File: config.mk
export PLATFORM = sky130hd
export DESIGN_NAME = prec_top
export DESIGN_NICKNAME = d
export VERILOG_FILES = /design/src/verilog/prec_pkg.sv /design/src/verilog/prec_top.sv /design/src/verilog/prec_fifo.sv
export SDC_FILE = /design/constraint.sdc
export NUM_CORES = 1
export LEC_CHECK = 0
export ABC_AREA = 1
export BUFFER_PORTS_ARGS = -buffer_cell sky130_fd_sc_hd__clkbuf_2
export CAP_MARGIN = 0
export CORE_ASPECT_RATIO = 0.7
export CORE_MARGIN = 4
export CORE_UTILIZATION = 41
export CTS_CLUSTER_SIZE = 20
export DETAILED_ROUTE_END_ITERATION = 6
export PLACE_DENSITY_LB_ADDON = 0.08
export SLEW_MARGIN = 25
export SYNTH_ARGS = -nofsm -noshare
export SYNTH_HDL_FRONTEND = slang
export SYNTH_SLANG_ARGS = --single-unit
File: constraint.sdc
create_clock -name ref_clk -period 8.2 [get_ports ref_clk]
set_clock_uncertainty 0.05 [all_clocks]
set_input_delay 0 -clock ref_clk [delete_from_list [all_inputs] [get_ports ref_clk]]
set_output_delay 0 -clock ref_clk [all_outputs]
set_load 0.03 [all_outputs]
File: src/verilog/prec_pkg.sv
// Constants shared by the parity, reset and elasticity control block.
package prec_pkg;
  // Three-level select codes as they arrive on the 2-bit select ports.
  localparam logic [1:0] LVL_LOW = 2'h0;
  localparam logic [1:0] LVL_MID = 2'h1;
  localparam logic [1:0] LVL_HIGH = 2'h2;
  // Framing character in both running disparities.
  localparam logic [9:0] K285_NEG = 10'h0fa;
  localparam logic [9:0] K285_POS = 10'h305;
  // Matches needed before the framer moves its boundary, per mode.
  localparam logic [2:0] FRM_NEED_LOW = 3'h1;
  localparam logic [2:0] FRM_NEED_MID = 3'h2;
  localparam logic [2:0] FRM_NEED_HIGH = 3'h4;
  // Elasticity buffer fill levels.
  localparam logic [3:0] EB_NOMINAL = 4'h4;
  localparam logic [3:0] EB_HIGH_MARK = 4'h6;
  localparam logic [3:0] EB_LOW_MARK = 4'h2;
  // Reset values.
  localparam logic [15:0] CFG_RESET = 16'h0000;
  localparam logic [3:0] OFFSET_RESET = 4'h0;
  // Upper bound on cycles from reset release to settled outputs.
  localparam int SETTLE_CYCLES = 16;
  // Framer states.
  typedef enum logic [2:0] {
    FR_HUNT = 3'b001,
    FR_CONFIRM = 3'b010,
    FR_LOCKED = 3'b100
  } prec_frm_t;
endpackage

File: src/verilog/prec_top.sv
// Parity, device reset, rate select, framer and elasticity control.
`timescale 1ns/1ps
// How it works
// - High reframe mode needs four adjacent matches.
// - Realignment never stalls the character stream.
// - Parity off disables check and parity output.
// - Mid with codec on covers data only.
// - Mid with codec off adds two control bits.
// - High covers data, control and three status.
// - Rate select sets the PLL range code.
// - Device reset clears state and empties the buffer.
// - Outputs settle within sixteen cycles after reset.
// - Device reset clears the three control latches.
// - Transmit select low captures data on reference.
// - Receive select low enables the elasticity buffer.
// - Rate mismatch fixed only by framing characters.
// - Insert one framing character after one seen.
// - Delete a framing character where one seen.
// - Decoder low passes raw characters, needs mid.
module prec_top #(
  parameter int CHAR_W = 10,
  parameter int EB_DEPTH = 8
) (
  input wire logic ref_clk,
  input wire logic rstn,
  input wire logic device_reset_n,
  input wire logic [1:0] parity_control,
  input wire logic [1:0] serial_rate_select,
  input wire logic [1:0] tx_ref_rate_select,
  input wire logic [1:0] reframe_mode_select,
  input wire logic [1:0] decoder_mode_select,
  input wire logic [1:0] tx_encoder_mode,
  input wire logic [1:0] tx_clock_select,
  input wire logic [1:0] rx_clock_select,
  input wire logic selftest_latch_enable,
  input wire logic output_enable_latch_enable,
  input wire logic rx_latch_enable,
  input wire logic [7:0] tx_parallel_data,
  input wire logic [1:0] tx_char_control,
  input wire logic tx_parity_in,
  input wire logic tx_valid,
  input wire logic [CHAR_W-1:0] rx_raw_char,
  input wire logic rx_raw_valid,
  output logic rx_raw_ready_r,
  input wire logic rx_out_ready,
  output logic [9:0] tx_capture_r,
  output logic tx_capture_valid_r,
  output logic tx_parity_error_r,
  output logic [7:0] rx_parallel_data_r,
  output logic [2:0] rx_char_status_r,
  output logic rx_valid_r,
  output logic rx_parity_out_r,
  output logic rx_parity_oe_r,
  output logic [1:0] pll_range_r,
  output logic cfg_invalid_r,
  output logic selftest_le_r,
  output logic oe_le_r,
  output logic rx_le_r,
  output logic framer_locked_r,
  output logic eb_insert_r,
  output logic eb_delete_r
);
  // ****************************************************************
  // Functions
  // ****************************************************************
  function automatic logic is_frame(input logic [9:0] c);
    return (c == prec_pkg::K285_NEG) || (c == prec_pkg::K285_POS);
  endfunction

  // Bit that makes the total count of ones odd.
  function automatic logic odd_bit(input logic [12:0] v);
    return ~(^v);
  endfunction

  // ****************************************************************
  // Pin synchronisers and configuration hold
  // ****************************************************************
  logic [19:0] pins, s1_r, s2_r;
  logic [15:0] cfg_r, cfg_nxt;
  logic dev_rst;
  logic [1:0] c_par, c_rate, c_txr, c_rfm, c_dec, c_enc, c_txck, c_rxck;

  assign pins = {device_reset_n, selftest_latch_enable,
    output_enable_latch_enable, rx_latch_enable, parity_control,
    serial_rate_select, tx_ref_rate_select, reframe_mode_select,
    decoder_mode_select, tx_encoder_mode, tx_clock_select,
    rx_clock_select};
  assign dev_rst = !s2_r[19];
  assign {c_par, c_rate, c_txr, c_rfm, c_dec, c_enc, c_txck, c_rxck} =
    cfg_r;

  // Selects are only followed while the device is held in reset.
  always_comb begin
    cfg_nxt = cfg_r;
    if (dev_rst) cfg_nxt = s2_r[15:0];
  end

  // ****************************************************************
  // Framer
  // ****************************************************************
  logic [9:0] prev_r, prev_nxt;
  logic [19:0] window;
  logic [9:0] hits, aligned;
  logic [3:0] off_r, off_nxt, cand_off_r, cand_off_nxt, hit_off;
  logic [2:0] cand_cnt_r, cand_cnt_nxt, need;
  logic any_hit, raw_fire;
  prec_pkg::prec_frm_t fst_r, fst_nxt;

  assign window = {rx_raw_char, prev_r};
  assign aligned = window[off_r +: 10];

  genvar g;
  generate
    for (g = 0; g < 10; g++) begin : g_hit
      assign hits[g] = is_frame(window[g +: 10]);
    end
  endgenerate

  always_comb begin
    hit_off = prec_pkg::OFFSET_RESET;
    for (int i = 9; i >= 0; i--) begin
      if (hits[i]) hit_off = 4'(i);
    end
  end
  assign any_hit = |hits;

  always_comb begin
    case (c_rfm)
      prec_pkg::LVL_LOW: need = prec_pkg::FRM_NEED_LOW;
      prec_pkg::LVL_MID: need = prec_pkg::FRM_NEED_MID;
      default: need = prec_pkg::FRM_NEED_HIGH;
    endcase
  end

  // ****************************************************************
  // Elasticity buffer and receive output
  // ****************************************************************
  logic [3:0] eb_count;
  logic [9:0] eb_out;
  logic eb_in_valid, eb_in_ready, eb_out_valid, eb_pop;
  logic eb_en, drop, primed_r, primed_nxt, ins_r, ins_nxt;
  logic [9:0] out_char;
  logic out_fire;

  assign eb_en = (c_rxck == prec_pkg::LVL_LOW);
  assign raw_fire = rx_raw_valid && eb_in_ready && !dev_rst;
  // Dropping happens on the way in, from a fill of six, so the deleted character never enters the buffer.
  assign drop = eb_en && (eb_count >= prec_pkg::EB_HIGH_MARK) &&
    is_frame(aligned);
  assign eb_in_valid = raw_fire && !drop;
  assign eb_pop = primed_r && eb_out_valid && rx_out_ready && !ins_r;
  assign out_fire = rx_out_ready && primed_r && (ins_r || eb_out_valid);
  assign out_char = ins_r ? prec_pkg::K285_NEG : eb_out;

  prec_fifo #(.WIDTH(10), .DEPTH(EB_DEPTH)) u_eb (
    .ref_clk(ref_clk),
    .rstn(rstn),
    .clr(dev_rst),
    .in_data(aligned),
    .in_valid(eb_in_valid),
    .in_ready(eb_in_ready),
    .out_data(eb_out),
    .out_valid(eb_out_valid),
    .out_ready(eb_pop),
    .count(eb_count)
  );

  // ****************************************************************
  // Next state
  // ****************************************************************
  logic [7:0] rxd_nxt;
  logic [2:0] rxs_nxt;
  logic [12:0] tx_cov, rx_cov;
  logic codec_on;

  assign codec_on = (c_enc != prec_pkg::LVL_LOW) &&
    (c_dec != prec_pkg::LVL_LOW);

  always_comb begin
    prev_nxt = prev_r;
    off_nxt = off_r;
    cand_off_nxt = cand_off_r;
    cand_cnt_nxt = cand_cnt_r;
    fst_nxt = fst_r;
    primed_nxt = primed_r;
    ins_nxt = ins_r;
    // Raw mode passes the two high bits out as status.
    rxd_nxt = out_char[7:0];
    rxs_nxt = (c_dec == prec_pkg::LVL_LOW) ? {1'b0, out_char[9:8]} :
      {2'b00, is_frame(out_char)};
    case (c_par)
      prec_pkg::LVL_HIGH: tx_cov = {2'h0, tx_char_control,
        tx_parallel_data, tx_parity_in};
      default: tx_cov = codec_on ? {4'h0, tx_parallel_data,
        tx_parity_in} : {2'h0, tx_char_control, tx_parallel_data,
        tx_parity_in};
    endcase
    case (c_par)
      prec_pkg::LVL_HIGH: rx_cov = {2'b00, rxs_nxt, rxd_nxt};
      default: rx_cov = codec_on ? {5'b00000, rxd_nxt} :
        {3'b000, rxs_nxt[1:0], rxd_nxt};
    endcase
    if (raw_fire) begin
      prev_nxt = rx_raw_char;
      // The output stream keeps its cadence; only the offset moves.
      if (any_hit && hit_off != off_r) begin
        if (fst_r != prec_pkg::FR_HUNT && hit_off == cand_off_r)
          cand_cnt_nxt = cand_cnt_r + 3'h1;
        else
          cand_cnt_nxt = 3'h1;
        cand_off_nxt = hit_off;
        fst_nxt = prec_pkg::FR_CONFIRM;
        if (cand_cnt_nxt >= need) begin
          off_nxt = hit_off;
          cand_cnt_nxt = 3'h0;
          fst_nxt = prec_pkg::FR_LOCKED;
        end
      end else if (any_hit) begin
        cand_cnt_nxt = 3'h0;
        fst_nxt = prec_pkg::FR_LOCKED;
      end else if (fst_r == prec_pkg::FR_CONFIRM && c_rfm ==
          prec_pkg::LVL_HIGH) begin
        // Adjacent matches must not be broken by a plain character.
        cand_cnt_nxt = 3'h0;
        fst_nxt = prec_pkg::FR_HUNT;
      end
    end
    // With the buffer enabled, output waits until it holds its nominal fill.
    if (eb_count >= prec_pkg::EB_NOMINAL || !eb_en) primed_nxt = 1'b1;
    if (out_fire) ins_nxt = 1'b0;
    if (eb_pop && eb_en && eb_count <= prec_pkg::EB_LOW_MARK &&
        is_frame(eb_out)) ins_nxt = 1'b1;
    if (dev_rst) begin
      prev_nxt = 10'h000;
      off_nxt = prec_pkg::OFFSET_RESET;
      cand_off_nxt = prec_pkg::OFFSET_RESET;
      cand_cnt_nxt = 3'h0;
      fst_nxt = prec_pkg::FR_HUNT;
      primed_nxt = 1'b0;
      ins_nxt = 1'b0;
    end
  end

  // ****************************************************************
  // Registers
  // ****************************************************************
  always_ff @(posedge ref_clk or negedge rstn) begin
    if (!rstn) begin
      s1_r <= 20'h0_0000;
      s2_r <= 20'h0_0000;
      cfg_r <= prec_pkg::CFG_RESET;
      prev_r <= 10'h000;
      off_r <= prec_pkg::OFFSET_RESET;
      cand_off_r <= prec_pkg::OFFSET_RESET;
      cand_cnt_r <= 3'h0;
      fst_r <= prec_pkg::FR_HUNT;
      primed_r <= 1'b0;
      ins_r <= 1'b0;
      rx_raw_ready_r <= 1'b0;
      tx_capture_r <= 10'h000;
      tx_capture_valid_r <= 1'b0;
      tx_parity_error_r <= 1'b0;
      rx_parallel_data_r <= 8'h00;
      rx_char_status_r <= 3'h0;
      rx_valid_r <= 1'b0;
      rx_parity_out_r <= 1'b0;
      rx_parity_oe_r <= 1'b0;
      pll_range_r <= 2'h0;
      cfg_invalid_r <= 1'b0;
      selftest_le_r <= 1'b0;
      oe_le_r <= 1'b0;
      rx_le_r <= 1'b0;
      framer_locked_r <= 1'b0;
      eb_insert_r <= 1'b0;
      eb_delete_r <= 1'b0;
    end else begin
      s1_r <= pins;
      s2_r <= s1_r;
      cfg_r <= cfg_nxt;
      prev_r <= prev_nxt;
      off_r <= off_nxt;
      cand_off_r <= cand_off_nxt;
      cand_cnt_r <= cand_cnt_nxt;
      fst_r <= fst_nxt;
      primed_r <= primed_nxt;
      ins_r <= ins_nxt;
      rx_raw_ready_r <= eb_in_ready && !dev_rst;
      pll_range_r <= c_rate;
      cfg_invalid_r <= (c_rate == prec_pkg::LVL_LOW &&
        c_txr == prec_pkg::LVL_HIGH) || (c_dec == prec_pkg::LVL_LOW &&
        c_rxck != prec_pkg::LVL_MID);
      selftest_le_r <= !dev_rst && s2_r[18];
      oe_le_r <= !dev_rst && s2_r[17];
      rx_le_r <= !dev_rst && s2_r[16];
      framer_locked_r <= !dev_rst && fst_nxt == prec_pkg::FR_LOCKED;
      eb_insert_r <= !dev_rst && out_fire && ins_r;
      eb_delete_r <= raw_fire && drop;
      tx_capture_valid_r <= !dev_rst && tx_valid &&
        c_txck == prec_pkg::LVL_LOW;
      if (tx_valid && c_txck == prec_pkg::LVL_LOW)
        tx_capture_r <= {tx_char_control, tx_parallel_data};
      tx_parity_error_r <= !dev_rst && tx_valid &&
        c_par != prec_pkg::LVL_LOW && !(^tx_cov);
      rx_valid_r <= !dev_rst && out_fire;
      rx_parity_oe_r <= !dev_rst && c_par != prec_pkg::LVL_LOW;
      if (out_fire) begin
        rx_parallel_data_r <= rxd_nxt;
        rx_char_status_r <= rxs_nxt;
        rx_parity_out_r <= odd_bit(rx_cov);
      end
    end
  end
endmodule

File: src/verilog/prec_fifo.sv
// Elasticity FIFO with valid/ready on both sides and a fill count.
`timescale 1ns/1ps
module prec_fifo #(
  parameter int WIDTH = 10,
  parameter int DEPTH = 8
) (
  input wire logic ref_clk,
  input wire logic rstn,
  input wire logic clr,
  input wire logic [WIDTH-1:0] in_data,
  input wire logic in_valid,
  output logic in_ready,
  output logic [WIDTH-1:0] out_data,
  output logic out_valid,
  input wire logic out_ready,
  output logic [$clog2(DEPTH):0] count
);
  localparam int AW = $clog2(DEPTH);
  logic [WIDTH-1:0] mem [DEPTH];
  logic [AW:0] wr_r, wr_nxt, rd_r, rd_nxt;
  logic push, pop;

  assign count = wr_r - rd_r;
  assign in_ready = (count != DEPTH[AW:0]);
  assign out_valid = (count != '0);
  assign out_data = mem[rd_r[AW-1:0]];
  assign push = in_valid && in_ready;
  assign pop = out_valid && out_ready;

  always_comb begin
    wr_nxt = wr_r;
    rd_nxt = rd_r;
    if (clr) begin
      wr_nxt = '0;
      rd_nxt = '0;
    end else begin
      if (push) wr_nxt = wr_r + 1'b1;
      if (pop) rd_nxt = rd_r + 1'b1;
    end
  end

  always_ff @(posedge ref_clk or negedge rstn) begin
    if (!rstn) begin
      wr_r <= '0;
      rd_r <= '0;
    end else begin
      wr_r <= wr_nxt;
      rd_r <= rd_nxt;
    end
  end

  // Storage has no reset; only words below the write pointer are read.
  always_ff @(posedge ref_clk) begin
    if (push && !clr) mem[wr_r[AW-1:0]] <= in_data;
  end
endmodule

==> results.sh <==
export IMPL_status="finished, violations left"
export IMPL_violations="negative hold slack"
export IMPL_cts_root_buffer="clkbuf_16"
export IMPL_drtIter0Drc=730
export IMPL_postCtsSetupBuffers=0
export IMPL_internal_power_mw=1.93
export IMPL_async_flop_share_pct=61.0
export IMPL_place_congestion=0.873
export IMPL_antenna_found_initial=0
export IMPL_yosysWarnings=0
export IMPL_cts_tree="yes"
export IMPL_die_area_um2=27100
export IMPL_fillCellCount=2293
export IMPL_cts_max_level=1
export IMPL_power_switching_mw=0.927
export IMPL_worstPathArrival_ns=3.83
export IMPL_grt_max_degree=72
export IMPL_critPathMaxFanout=14
export IMPL_grt_pass1_vias=7289
export IMPL_p_seq_share_pct=42.7
export IMPL_final_nets=1272
export IMPL_hpwl_um=18000
export IMPL_drive_gt1_share_pct=16.9
export IMPL_grt_pass1_wl_um=41900
export IMPL_whs_ns=-0.0200
export IMPL_insertion_delay_ns=0.49
export IMPL_maxCapViolations=0
export IMPL_drcViolationCount=0
export IMPL_ys_types=49
export IMPL_ys_ff_latch=205
export IMPL_hold_viol=7
export IMPL_end_kind="flip-flop"
export IMPL_synth_fp_nets=1162
export IMPL_core_area_um2=23900
export IMPL_cts_resized=0
export IMPL_num_io_pins=82
export IMPL_initial_utilization_pct=42.1
export IMPL_antenna_left=0
export IMPL_vias=7741
export IMPL_yosysSeqAreaShare_pct=55.0
export IMPL_area_delta_synth_final_pct=16.6
export IMPL_cp_data_required_time_ns=8.26
export IMPL_path_buf_inv=3
export IMPL_crit_chain="inv_1, ha_1, a21oi_1, nand2_1, xor2_1, nand4_1, nand2_1, inv_2, nand2_2, clkinv_2, nand3_4, nor2_1"
export IMPL_cpPeakStageDelay_ns=0.73
export IMPL_synthCells=1098
export IMPL_grt_overflow=0
export IMPL_crit_top_cell="nand2_1"
export IMPL_layout_common_cells="nand2_1, nor2_1, dfrtp_1, edfxtp_1"
export IMPL_final_util_pct=49.1
export IMPL_gr_usage_all_layers_pct=19.0
export IMPL_antenna_cells=0
export IMPL_port_buffers=80
export IMPL_drtPass1Iterations=5
export IMPL_multiInputGateArea_um2=3880
export IMPL_netlist_area_um2=10100
export IMPL_setup_viol=0
export IMPL_yosys_top_cells_area="dfrtp_1, edfxtp_1, nand2_1, nor2_1, o21ai_0"
export IMPL_regArea_um2=5530
export IMPL_critPathLaunchType="flip-flop"
export IMPL_path_class="flip-flop to flip-flop"
export IMPL_yosysTopAreaCell="dfrtp_1"
export IMPL_relSlewSlack_pct=37.9
export IMPL_clockBufferDepth=3
export IMPL_synth_area_per_cell_um2=9.16
export IMPL_synth_edf_count=80
export IMPL_wl_um=25700
export IMPL_layout_commonest_cell="nand2_1"
export IMPL_fp_dieW_um=195
export IMPL_vias_per_cell=5.04
export IMPL_wl_per_cell_um=16.7
export IMPL_rows=47
export IMPL_path_clk_slew_ns=0.06
export IMPL_hold_path_class="input port to asynchronous set/reset pin"
export IMPL_rsz0062_at_grt="false"
export IMPL_cpMaxStageDelayCell="nor2_1"
export IMPL_final_setup_tns_ns=0
export IMPL_worstMarginPinSlew_ns=0.927
export IMPL_p_total_mw=2.85
export IMPL_swShare_pct=32.5
export IMPL_synth_top_area_share_pct=30.9
export IMPL_max_freq_ghz=0.265
export IMPL_cts_made_buffers=21
export IMPL_die_h_um=139
export IMPL_irDropWorstVdd_mv=0.167
export IMPL_timing_final_crit_share_pct=45.9
export IMPL_powerDensity_nw_per_um2=243
export IMPL_critical_path_top_delay_family="simple AND/OR/NAND/NOR gates"
export IMPL_period_minus_slack_ns=3.77
export IMPL_clock_sinks=205
export IMPL_placed_cells_incl_taps=1458
export IMPL_synthFlopType="dfrtp_1"
export IMPL_p_leak_nw=5.33
export IMPL_clkPwrFrac_pct=32.4
export IMPL_final_instance_count_excl_fill=1536
export IMPL_p_comb_share_pct=24.8
export IMPL_drv_slew=0
cell type report:
type	count	share of cell area (%)
Multi-Input combinational cell	749	33.1
Timing Repair Buffer	130	7.63
Clock inverter	10	0.886
Clock buffer	23	4.63
Inverter	101	3.24
Tap cell	318	3.39
Sequential cell	205	47.2
worst paths after layout:
kind,endpoint,depth (start not counted),slack (ns),from
worst min register to register,s2_r[9],0,0.29,s1_r[9]
min in group ref_clk,s1_r[19],2,0.10,device_reset_n
worst max register to register,u_eb.mem[6][2],12,4.43,u_eb.rd_r[2]
worst max-delay path,u_eb.mem[6][2],12,4.43,u_eb.rd_r[2]
worst min-delay path,u_eb.rd_r[2],2,-0.02,rstn
max in group asynchronous,cfg_r[3],3,6.78,rstn
registers in the layout (all words and copies together), names as in the netlist, 3 cells and up:
name / flops
u_eb.mem: 80
s1_r: 20
s2_r: 20
cfg_r: 16
prev_r: 10
tx_capture_r: 10
rx_parallel_data_r: 8
cand_off_r: 4
off_r: 4
u_eb.rd_r: 4
u_eb.wr_r: 4
cand_cnt_r: 3
fst_r: 3
routing by layer:
layer,up-vias,global-route usage [%],wire [µm]
met5,-,0,0
met4,0,2.72,280
met3,24,2.87,1490
met2,202,26.1,10600
met1,3660,31.9,13400
li1,3855,-,-
kinds of logic (layout without fill, tap and decap cells):
logic type	Yosys count	count (layout)	synth area share (%)
and+or+nand+nor	548	548	24.5
DFF	205	205	55.0
AOI/OAI and AO/OA	152	152	8.90
buffers and inverters	144	264	6.47
xor gates and xnor gates	22	22	1.92
adders and majority gates	18	18	2.31
muxes	8	8	0.896
other	1	1	0.0373
repair_timing:
item / 4_1_cts / 5_1_grt
hold buffers: 45 / 0
hold endpoints to repair: 101 / 0
endpoints found under the setup margin: 0 / 0
power by group through the flow:
stage          Combinational (mW)  Sequential [mW]  Clock [mW]
2_1_floorplan               0.415             1.31           0
3_3_place_gp                0.692             1.24           0
3_5_place_dp                0.690             1.24           0
4_1_cts                     0.712             1.22       0.946
5_1_grt                     0.794             1.23       0.989
6_report                    0.708             1.22       0.926
synthesized netlist by cell type, types with 5 or more instances:
master	n
nand3_2	7
buf_4	9
o21ai_2	15
buf_2	15
dfrtp_1	124
nand2_4	6
a21oi_1	5
inv_1	79
o21ai_1	22
clkbuf_1	12
xnor2_1	12
nand2_2	15
edfxtp_1	80
inv_2	17
o22ai_1	22
xor2_1	10
nand2_1	264
o211ai_1	8
nand3_1	66
nor3_1	10
mux2_2	8
o21ai_0	70
nor2_1	136
nand4_1	20
ha_1	17
nor2_2	7
worst reg2reg max path, stage by stage (launching register included):
cell	delay, ns
dfrtp_1	0.57
inv_1	0.30
ha_1	0.41
a21oi_1	0.15
nand2_1	0.08
xor2_1	0.17
nand4_1	0.11
nand2_1	0.07
inv_2	0.11
nand2_2	0.23
clkinv_2	0.27
nand3_4	0.13
nor2_1	0.73
per-stage QoR:
step           setup slack [ns]  cell area [µm²]
3_5_place_dp               4.42            10600
6_report                   4.43            11700
3_3_place_gp               4.53            10600
4_1_cts                    4.42            11700
2_1_floorplan              5.26            10100
5_1_grt                    4.09            11700
No activity file was read; power rests on OpenSTA's default activity.
